### src/shared/opc_pkg.sv
// Constants and types shared by the operator panel control logic.
package opc_pkg;

   // System clock rate and the derived period.
   localparam int CLK_FREQ_MHZ = 40;
   localparam int CLK_PERIOD_NS = 1000 / CLK_FREQ_MHZ;

   // Field widths.
   localparam int SW_W = 14;
   localparam int ADDR_W = 14;
   localparam int DATA_W = 8;
   localparam int KEY_W = 8;
   localparam int STAT_W = 12;
   localparam int LAMP_W = 13;
   localparam int CNT_W = 8;

   // Times in their own units, with cycle counts derived from them.
   localparam int PHASE_RATE_KHZ = 500;
   localparam int PHASE_PERIOD_NS = 1000000 / PHASE_RATE_KHZ;
   localparam int LAMP_HOLD_NS = 2 * PHASE_PERIOD_NS;
   localparam int LAMP_HOLD_CYC = (LAMP_HOLD_NS + CLK_PERIOD_NS - 1) / CLK_PERIOD_NS;
   localparam int START_PULSE_NS = 5000;
   localparam int START_PULSE_CYC = (START_PULSE_NS + CLK_PERIOD_NS - 1) / CLK_PERIOD_NS;
   localparam int DEBOUNCE_US = 5000;
   localparam int DEBOUNCE_CYC = (DEBOUNCE_US * 1000 + CLK_PERIOD_NS - 1) / CLK_PERIOD_NS;

   // Bit positions of the debounced panel controls.
   localparam int KEY_ADDR_LOAD = 0;
   localparam int KEY_START = 1;
   localparam int KEY_RESUME = 2;
   localparam int KEY_EXAMINE = 3;
   localparam int KEY_DEPOSIT = 4;
   localparam int KEY_STEP = 5;
   localparam int KEY_SHOW_DATA = 6;
   localparam int KEY_SHOW_ADDR = 7;

   // Bit positions of the synchronised processor status lines.
   localparam int ST_STOP = 0;
   localparam int ST_WAIT = 1;
   localparam int ST_FETCH = 2;
   localparam int ST_READ = 3;
   localparam int ST_WRITE = 4;
   localparam int ST_IO = 5;
   localparam int ST_READY = 6;
   localparam int ST_INTERRUPT_LAMP = 7;
   localparam int ST_PHI1 = 8;
   localparam int ST_PHI2 = 9;
   localparam int ST_SYNC = 10;
   localparam int ST_TS1 = 11;

   // Bit positions of the status lamp vector.
   localparam int LP_RUN = 0;
   localparam int LP_HALT = 1;
   localparam int LP_WAIT = 2;
   localparam int LP_FETCH = 3;
   localparam int LP_READ = 4;
   localparam int LP_WRITE = 5;
   localparam int LP_IO = 6;
   localparam int LP_READY = 7;
   localparam int LP_INTERRUPT_LAMP = 8;
   localparam int LP_PHI1 = 9;
   localparam int LP_PHI2 = 10;
   localparam int LP_SYNC = 11;
   localparam int LP_STEP = 12;

   // Panel control states.
   typedef enum logic [4:0] {
      OPC_RUN  = 5'h01,
      OPC_HOLD = 5'h02,
      OPC_STEP = 5'h04,
      OPC_MRD  = 5'h08,
      OPC_MWR  = 5'h10
   } opc_state_e;

endpackage

### src/hw/opc_debounce.sv
// Synchroniser and debouncer for a group of panel keys and switches.
`timescale 1ns/100ps
`default_nettype none
module opc_debounce #(
   parameter int W = 8,
   parameter int HOLD_CYC = 200000
) (
   // Clock and reset.
   input  wire logic         clk_in,
   input  wire logic         resetn_in,
   // Raw contacts and clean results.
   input  wire logic [W-1:0] raw_in,
   output logic      [W-1:0] level_out,
   output logic      [W-1:0] rise_out
);
   localparam int CW = $clog2(HOLD_CYC + 1);

   typedef struct packed {
      logic [W-1:0]         s1;
      logic [W-1:0]         s2;
      logic [W-1:0]         s3;
      logic [W-1:0]         level;
      logic [W-1:0]         rise;
      logic [W-1:0][CW-1:0] cnt;
   } opc_db_s;

   opc_db_s st_reg;
   opc_db_s st_next;

   // A new level is taken once the last two stages agree for the whole hold time.
   always_comb begin
      st_next = st_reg;
      st_next.s1 = raw_in;
      st_next.s2 = st_reg.s1;
      st_next.s3 = st_reg.s2;
      st_next.rise = '0;
      for (int i = 0; i < W; i++) begin
         if (st_reg.s2[i] == st_reg.s3[i] && st_reg.s3[i] != st_reg.level[i]) begin
            if (st_reg.cnt[i] == CW'(HOLD_CYC - 1)) begin
               st_next.cnt[i] = '0;
               st_next.level[i] = st_reg.s3[i];
               st_next.rise[i] = st_reg.s3[i];
            end else begin
               st_next.cnt[i] = st_reg.cnt[i] + CW'(1);
            end
         end else begin
            st_next.cnt[i] = '0;
         end
      end
   end

   always_ff @(posedge clk_in or negedge resetn_in) begin
      if (!resetn_in) begin
         st_reg <= '0;
      end else begin
         st_reg <= st_next;
      end
   end

   assign level_out = st_reg.level;
   assign rise_out = st_reg.rise;
endmodule
`default_nettype wire

### src/hw/opc_panel.sv
// Operator panel control: keys, switch register, memory access and status lamps.
// How it works
// - Fourteen switches feed address load, examine and deposit as address or data.
// - Address load while halted copies the switches into the current address.
// - Resume with single step on releases the processor for one machine cycle.
// - Resume with single step off lets the processor run freely.
// - Examine reads the switch address, then each repeat reads the next address.
// - Deposit writes the low switch byte to the current address, loaded or last examined.
// - The single step switch makes execution advance one cycle per resume.
// - Data display shows the byte read by the latest examine.
// - Address display shows the loaded or examined address.
// - Run lamp lit while the processor stopped line is low; halt lamp lit while it is high.
// - Wait lamp follows the processor wait state.
// - Fetch, read, write and I/O lamps follow the current cycle type.
// - Ready and interrupt lamps follow the processor ready and interrupt lines.
// - Timing lamps show activity of both clock phases and of sync.
// - Works with the two-phase processor clock at 500 kHz over short cable.
`timescale 1ns/100ps
`default_nettype none
module opc_panel
   import opc_pkg::*;
#(
   parameter int DEBOUNCE_CYCLES = opc_pkg::DEBOUNCE_CYC
) (
   // Clock and reset.
   input  wire logic                         CLK_SYS_IN,
   input  wire logic                         RESETN_IN,
   // Panel keys and switches, high while pressed or on.
   input  wire logic [opc_pkg::SW_W-1:0]     SWITCH_REG_IN,
   input  wire logic                         ADDR_LOAD_KEY_IN,
   input  wire logic                         RUN_START_KEY_IN,
   input  wire logic                         RESUME_KEY_IN,
   input  wire logic                         EXAMINE_KEY_IN,
   input  wire logic                         DEPOSIT_KEY_IN,
   input  wire logic                         SINGLE_STEP_SWITCH_IN,
   input  wire logic                         SHOW_DATA_SELECT_IN,
   input  wire logic                         SHOW_ADDRESS_SELECT_IN,
   // Processor status lines, asynchronous to the system clock.
   input  wire logic                         PROC_STOPPED_IN,
   input  wire logic                         PROC_WAIT_IN,
   input  wire logic                         FETCH_CYCLE_IN,
   input  wire logic                         READ_CYCLE_IN,
   input  wire logic                         WRITE_CYCLE_IN,
   input  wire logic                         IO_CYCLE_IN,
   input  wire logic                         PROC_READY_IN,
   input  wire logic                         PROC_INTERRUPT_IN,
   input  wire logic                         PHASE1_CLK_IN,
   input  wire logic                         PHASE2_CLK_IN,
   input  wire logic                         STATE_SYNC_IN,
   input  wire logic                         PROC_TS1_IN,
   // Processor control.
   output logic                              PROC_START_OUT,
   output logic                              PROC_RUN_ENABLE_OUT,
   // Memory port used while the processor is halted.
   output logic                              MEM_REQ_OUT,
   output logic                              MEM_WE_OUT,
   output logic [opc_pkg::ADDR_W-1:0]        MEM_ADDR_OUT,
   output logic [opc_pkg::DATA_W-1:0]        MEM_WDATA_OUT,
   input  wire logic [opc_pkg::DATA_W-1:0]   MEM_RDATA_IN,
   input  wire logic                         MEM_ACK_IN,
   // Lamps.
   output logic [opc_pkg::SW_W-1:0]          DISPLAY_LAMPS_OUT,
   output logic [opc_pkg::LAMP_W-1:0]        STATUS_LAMPS_OUT
);
   import opc_pkg::*;

   typedef struct packed {
      opc_state_e          state;
      logic                ret_run;
      logic                exam_seen;
      logic [ADDR_W-1:0]   addr;
      logic [DATA_W-1:0]   data;
      logic [DATA_W-1:0]   wdata;
      logic                mem_req;
      logic                mem_we;
      logic                run_en;
      logic                start;
      logic [CNT_W-1:0]    start_cnt;
      logic [STAT_W-1:0]   s1;
      logic [STAT_W-1:0]   s2;
      logic [STAT_W-1:0]   s3;
      logic [STAT_W-1:0]   filt;
      logic [STAT_W-1:0]   prev;
      logic [CNT_W-1:0]    phi1_cnt;
      logic [CNT_W-1:0]    phi2_cnt;
      logic [CNT_W-1:0]    sync_cnt;
      logic [SW_W-1:0]     display;
      logic [LAMP_W-1:0]   lamps;
   } opc_panel_s;

   opc_panel_s        st_reg;
   opc_panel_s        st_next;
   logic [KEY_W-1:0]  key_level;
   logic [KEY_W-1:0]  key_rise;
   logic [STAT_W-1:0] stat_raw;

   // Reloads on each rising edge of a timing line, else counts down toward dark.
   function automatic logic [CNT_W-1:0] stretch(input logic [CNT_W-1:0] cnt,
                                                 input logic edge_seen);
      logic [CNT_W-1:0] res;
      res = cnt;
      if (edge_seen) begin
         res = CNT_W'(LAMP_HOLD_CYC);
      end else if (cnt != '0) begin
         res = cnt - CNT_W'(1);
      end
      return res;
   endfunction

   opc_debounce #(
      .W        (KEY_W),
      .HOLD_CYC (DEBOUNCE_CYCLES)
   ) u_keys (
      .clk_in    (CLK_SYS_IN),
      .resetn_in (RESETN_IN),
      .raw_in    ({SHOW_ADDRESS_SELECT_IN, SHOW_DATA_SELECT_IN, SINGLE_STEP_SWITCH_IN,
                   DEPOSIT_KEY_IN, EXAMINE_KEY_IN, RESUME_KEY_IN, RUN_START_KEY_IN,
                   ADDR_LOAD_KEY_IN}),
      .level_out (key_level),
      .rise_out  (key_rise)
   );

   assign stat_raw = {PROC_TS1_IN, STATE_SYNC_IN, PHASE2_CLK_IN, PHASE1_CLK_IN,
                      PROC_INTERRUPT_IN, PROC_READY_IN, IO_CYCLE_IN, WRITE_CYCLE_IN,
                      READ_CYCLE_IN, FETCH_CYCLE_IN, PROC_WAIT_IN, PROC_STOPPED_IN};

   always_comb begin
      logic halted;
      logic ts1_rise;
      logic idle;
      halted = 1'b0;
      ts1_rise = 1'b0;
      idle = 1'b0;
      st_next = st_reg;

      // Status lines pass three stages; a change counts once the last two agree.
      st_next.s1 = stat_raw;
      st_next.s2 = st_reg.s1;
      st_next.s3 = st_reg.s2;
      st_next.prev = st_reg.filt;
      for (int i = 0; i < STAT_W; i++) begin
         if (st_reg.s2[i] == st_reg.s3[i]) begin
            st_next.filt[i] = st_reg.s3[i];
         end
      end

      ts1_rise = st_reg.filt[ST_TS1] && !st_reg.prev[ST_TS1];
      halted = st_reg.filt[ST_STOP] || (st_reg.state == OPC_HOLD);
      idle = (st_reg.state == OPC_RUN) || (st_reg.state == OPC_HOLD);

      // Start pulse is held long enough for the slow processor clock to see it.
      st_next.start = 1'b0;
      if (st_reg.start_cnt != '0) begin
         st_next.start_cnt = st_reg.start_cnt - CNT_W'(1);
         st_next.start = 1'b1;
      end else if (key_rise[KEY_START]) begin
         st_next.start_cnt = CNT_W'(START_PULSE_CYC - 1);
         st_next.start = 1'b1;
      end

      case (st_reg.state)
         OPC_RUN: begin
            st_next.run_en = 1'b1;
            if (key_level[KEY_STEP] && ts1_rise) begin
               st_next.run_en = 1'b0;
               st_next.state = OPC_HOLD;
            end
         end
         OPC_HOLD: begin
            st_next.run_en = 1'b0;
            if (key_rise[KEY_RESUME] || key_rise[KEY_START]) begin
               st_next.run_en = 1'b1;
               if (key_level[KEY_STEP] && key_rise[KEY_RESUME]) begin
                  st_next.state = OPC_STEP;
               end else begin
                  st_next.state = OPC_RUN;
               end
            end
         end
         OPC_STEP: begin
            if (ts1_rise) begin
               st_next.run_en = 1'b0;
               st_next.state = OPC_HOLD;
            end
         end
         OPC_MRD: begin
            if (MEM_ACK_IN) begin
               st_next.mem_req = 1'b0;
               st_next.data = MEM_RDATA_IN;
               st_next.exam_seen = 1'b1;
               st_next.state = st_reg.ret_run ? OPC_RUN : OPC_HOLD;
            end
         end
         OPC_MWR: begin
            if (MEM_ACK_IN) begin
               st_next.mem_req = 1'b0;
               st_next.mem_we = 1'b0;
               st_next.state = st_reg.ret_run ? OPC_RUN : OPC_HOLD;
            end
         end
         default: begin
            st_next.state = OPC_HOLD;
            st_next.run_en = 1'b0;
            st_next.mem_req = 1'b0;
            st_next.mem_we = 1'b0;
         end
      endcase

      // Panel memory actions, taken only while halted and idle.
      if (idle && halted && !key_rise[KEY_RESUME] && !key_rise[KEY_START]) begin
         st_next.ret_run = (st_reg.state == OPC_RUN);
         if (key_rise[KEY_ADDR_LOAD]) begin
            st_next.addr = SWITCH_REG_IN;
            st_next.exam_seen = 1'b0;
         end else if (key_rise[KEY_EXAMINE]) begin
            st_next.addr = st_reg.exam_seen ? st_reg.addr + ADDR_W'(1)
                                            : SWITCH_REG_IN;
            st_next.mem_req = 1'b1;
            st_next.state = OPC_MRD;
         end else if (key_rise[KEY_DEPOSIT]) begin
            st_next.wdata = SWITCH_REG_IN[DATA_W-1:0];
            st_next.mem_req = 1'b1;
            st_next.mem_we = 1'b1;
            st_next.state = OPC_MWR;
         end
      end

      // Address and data display.
      if (key_level[KEY_SHOW_DATA]) begin
         st_next.display = {{(SW_W - DATA_W){1'b0}}, st_reg.data};
      end else if (key_level[KEY_SHOW_ADDR]) begin
         st_next.display = st_reg.addr;
      end else begin
         st_next.display = '0;
      end

      // Timing lamps stay lit for two phase periods after each rising edge.
      st_next.phi1_cnt = stretch(st_reg.phi1_cnt,
                                 st_reg.filt[ST_PHI1] && !st_reg.prev[ST_PHI1]);
      st_next.phi2_cnt = stretch(st_reg.phi2_cnt,
                                 st_reg.filt[ST_PHI2] && !st_reg.prev[ST_PHI2]);
      st_next.sync_cnt = stretch(st_reg.sync_cnt,
                                 st_reg.filt[ST_SYNC] && !st_reg.prev[ST_SYNC]);

      st_next.lamps[LP_RUN] = !st_reg.filt[ST_STOP];
      st_next.lamps[LP_HALT] = st_reg.filt[ST_STOP];
      st_next.lamps[LP_WAIT] = st_reg.filt[ST_WAIT];
      st_next.lamps[LP_FETCH] = st_reg.filt[ST_FETCH];
      st_next.lamps[LP_READ] = st_reg.filt[ST_READ];
      st_next.lamps[LP_WRITE] = st_reg.filt[ST_WRITE];
      st_next.lamps[LP_IO] = st_reg.filt[ST_IO];
      st_next.lamps[LP_READY] = st_reg.filt[ST_READY];
      st_next.lamps[LP_INTERRUPT_LAMP] = st_reg.filt[ST_INTERRUPT_LAMP];
      st_next.lamps[LP_PHI1] = (st_reg.phi1_cnt != '0);
      st_next.lamps[LP_PHI2] = (st_reg.phi2_cnt != '0);
      st_next.lamps[LP_SYNC] = (st_reg.sync_cnt != '0);
      st_next.lamps[LP_STEP] = key_level[KEY_STEP];
   end

   always_ff @(posedge CLK_SYS_IN or negedge RESETN_IN) begin
      if (!RESETN_IN) begin
         st_reg <= '0;
         st_reg.state <= OPC_RUN;
         st_reg.run_en <= 1'b1;
      end else begin
         st_reg <= st_next;
      end
   end

   assign PROC_START_OUT = st_reg.start;
   assign PROC_RUN_ENABLE_OUT = st_reg.run_en;
   assign MEM_REQ_OUT = st_reg.mem_req;
   assign MEM_WE_OUT = st_reg.mem_we;
   assign MEM_ADDR_OUT = st_reg.addr;
   assign MEM_WDATA_OUT = st_reg.wdata;
   assign DISPLAY_LAMPS_OUT = st_reg.display;
   assign STATUS_LAMPS_OUT = st_reg.lamps;
endmodule
`default_nettype wire

### config.mk
export PLATFORM = sky130hd
export DESIGN_NAME = opc_panel
export DESIGN_NICKNAME = d
export VERILOG_FILES = /design/src/shared/opc_pkg.sv /design/src/hw/opc_debounce.sv /design/src/hw/opc_panel.sv
export SDC_FILE = /design/constraint.sdc
export NUM_CORES = 1
export LEC_CHECK = 0
export ABC_AREA = 1
export BUFFER_PORTS_ARGS = -buffer_cell sky130_fd_sc_hd__buf_2
export CAP_MARGIN = 20
export CELL_PAD_IN_SITES_DETAIL_PLACEMENT = 0
export CELL_PAD_IN_SITES_GLOBAL_PLACEMENT = 1
export CORE_AREA = 2 2 197 199
export CTS_CLUSTER_DIAMETER = 120
export CTS_CLUSTER_SIZE = 30
export DETAILED_ROUTE_END_ITERATION = 8
export DIE_AREA = 0 0 199 201
export HOLD_SLACK_MARGIN = 0.05
export PLACE_DENSITY_LB_ADDON = 0.15
export SYNTH_ARGS = -nofsm -noshare
export SYNTH_HDL_FRONTEND = slang
export SYNTH_SLANG_ARGS = --single-unit
### constraint.sdc
create_clock -name CLK_SYS_IN -period 1.7 [get_ports CLK_SYS_IN]
set_clock_uncertainty 0.2 [all_clocks]
set_input_delay 0.085 -clock CLK_SYS_IN [delete_from_list [all_inputs] [get_ports CLK_SYS_IN]]
set_output_delay 0.085 -clock CLK_SYS_IN [all_outputs]
set_load 0.05 [all_outputs]
==> impl_metrics.py <==
metrics = {
    "global_route": {
        "track_usage": 0.181,
        "met3_usage": 0.0198,
        "busiest_layer": "met2",
        "grt_use_met2": 0.304,
        "use_met1": 0.256,
        "grt_max_degree": 62,
        "grt_pass1_wl_um": 60000,
        "grt_pass1_vias": 12185,
        "grt-ovfl-total": 0,
        "antenna_found_initial": 0,
    },
    "synth": {
        "ys_dominant_reg_cell": "dfrtp_1",
        "yosysTopAreaCellShare": 0.527,
        "synth_edf_count": 0,
        "yosysUniqueCellTypes": 50,
        "synth-async-reset-ratio": 1.00,
        "syn_area_mm2": 0.0157,
        "synth_nets": 1897,
        "syn_avg_cell_area_um2": 8.55,
        "seq_area_frac_synth": 0.530,
        "synthTopCellsByCount": "nand2_1 (382), dfrtp_1 (331), nor2_1 (314), inv_1 (215), nand3_1 (132)",
        "synth_most_common_cell": "nand2_1",
        "yosys.area.top_type": "dfrtp_1",
        "yosys_warnings": 0,
        "synth_area_leaders": "dfrtp_1 (53%), nand2_1 (9.1%), nor2_1 (7.5%), inv_1 (5.1%), nand3_1 (4.2%)",
        "syn_inst": 1839,
        "ys_ff_latch": 333,
    },
    "critical_path": {
        "crit_type": "reg2reg",
        "r2r_slack_ns": -0.04,
        "cp.arrival_ns": 1.95,
        "end_kind": "flip-flop",
        "startpoint_type": "flip-flop",
        "cp.required_ns": 1.91,
        "rr_worst_depth": 7,
        "cp_max_fo": 8,
    },
    "cells_and_area": {
        "antenna_cells": 0,
        "largest_reg_flops": 152,
        "final_layout_size_suffix_gt1_frac": 0.222,
        "final_nets": 2177,
        "final_area_mm2": 0.0195,
        "synthToLayoutAreaGrowth_pct": 24.0,
    },
    "die": {
        "coreArea_mm2": 0.0381,
        "start_util": 0.412,
        "die_w_um": 199,
        "fp-row-count": 72,
        "die_h_um": 201,
        "ios": 98,
        "dieArea_mm2": 0.0400,
    },
    "cts": {
        "clk_path_buf_depth": 3,
        "cts_tree": "built",
        "cts-buffers-inserted": 15,
        "clk_pin_slew_ns": 0.12,
        "clock_latency_ns": 0.52,
        "cts_root_buffer": "clkbuf_16",
        "clock_sinks": 333,
        "h-tree-depth": 1,
    },
    "routing": {
        "vias_per_cell": 4.68,
        "via_count": 12366,
        "drc_errors": 0,
        "routed_wl_um": 35500,
        "first_pass_iters": 5,
        "ant_nets": 0,
        "post_drt_wl_per_cell_um": 13.4,
        "drtIter0Drc": 561,
    },
    "sta": {
        "hold_viol_final": 0,
        "setup_ws_ns": -0.0366,
        "setup_viol": 14,
        "post-route-period-util": 1.02,
        "worstMarginPinSlew_ns": 0.515,
        "drv_slew": 0,
        "clock.fmax_mhz": 576,
        "slew_headroom": 0.657,
        "timing.hold.ws_ns": 0.117,
        "fin_setup_tns_ns": -0.161,
        "fin_crit_ns": 1.74,
        "rsz0062_at_grt": "true",
    },
    "placed_design": {
        "gp_congestion": 0.819,
        "numPortBuffers": 97,
        "hpwl_um": 25800,
        "placed_cell_area_mm2": 0.0175,
    },
    "status": {
        "status": "finished, violations left",
        "violations": "setup timing",
    },
    "hold_path": {
        "hold_class": "in2reg",
        "hold_depth": 4,
    },
    "power": {
        "power_density_mw_per_mm2": 773,
        "p_leak_nw": 8.91,
        "peakVddDrop_uv": 668,
        "power_mw": 15.1,
    },
    "run": {
        "maxCapViolCount": 0,
    },
}
==> worst max-delay path, stage by stage (launching register included) <==
cell	delay, ns
dfstp_2	0.62
nand2_2	0.11
nor2_4	0.15
nand2_4	0.10
nand2_8	0.14
nand4_4	0.14
nand2_1	0.11
nand2_1	0.06
==> through the flow <==
stage	setup slack, ns	cells	util
6_report	-0.0366	2642	0.511
5_1_grt	-0.0978	2642	0.511
4_1_cts	0.000423	2614	0.489
3_5_place_dp	-0.0343	2526	0.460
3_3_place_gp	0.0286	2526	0.460
2_1_floorplan	0.00752	1839	-
==> area by class of cell <==
type | count | area, um2
multi-input combinational | 1225 | 6750
timing repair buffer | 318 | 2450
inverter | 226 | 848
clock buffer | 19 | 400
tap | 518 | 648
fill | 3639 | 18600
sequential | 333 | 8350
clock inverter | 3 | 33.8
==> report_power, final <==
part | internal (mW) | leakage, nW | switching [mW] | total [mW]
Sequential | 8.35 | 4.22 | 0.312 | 8.67
Clock | 1.72 | 0.211 | 2.54 | 4.26
Combinational | 0.929 | 4.48 | 1.20 | 2.13
==> cells in the final DEF, fill, tap and decap left out, types with 12 or more instances in the layout <==
cell,netlist,layout
nand2_2,6,17
dlygate4sd3_1,0,65
a21oi_1,30,29
nor2_4,5,18
clkbuf_16,0,15
maj3_1,12,12
nor3_2,3,12
xor2_1,64,63
buf_2,5,92
xnor2_1,24,24
nand4_1,42,42
buf_4,51,145
nand3_2,3,25
nor2_2,11,31
nand3_1,132,103
nor3_1,61,50
inv_1,215,204
o21ai_1,12,19
o21ai_0,42,34
inv_2,11,22
nand2_1,382,366
dfrtp_1,331,321
nor2_1,314,281
==> path summary, 6_finish.rpt <==
kind | endpoint | from
min | st_reg[136] | MEM_RDATA_IN[5]
min reg2reg | st_next[86] | st_next[98]
min in group asynchronous | u_keys.st_reg[132] | RESETN_IN
max in group asynchronous | u_keys.st_reg[43] | RESETN_IN
max reg2reg | MEM_WDATA_OUT[2] | st_reg[155]
max | MEM_WDATA_OUT[2] | st_reg[155]
==> cells by family after synthesis <==
family,synth area share
flip-flops,0.530
AND/OR/NAND/NOR,0.279
buffers and inverters,0.0814
multiplexers,0.00127
AO/OA/AOI/OAI,0.0412
adder cells (fa/ha/maj),0.0180
XOR/XNOR,0.0490
==> per-layer routing <==
| layer | vias up | wire length (um) |
|---|---|---|
| met3 | 23 | 915 |
| li1 | 6322 | - |
| met5 | - | 0 |
| met2 | 134 | 17100 |
| met4 | 0 | 407 |
| met1 | 5887 | 17100 |
==> repair_timing <==
item	4_1_cts	5_1_grt
pin swaps	0	53
hold endpoints to repair	390	0
hold buffers	65	0
gates cloned	1	3
endpoints found under the setup margin	34	166
setup buffers	0	25
resized for setup	11	172
No activity file was read; power rests on OpenSTA's default activity.
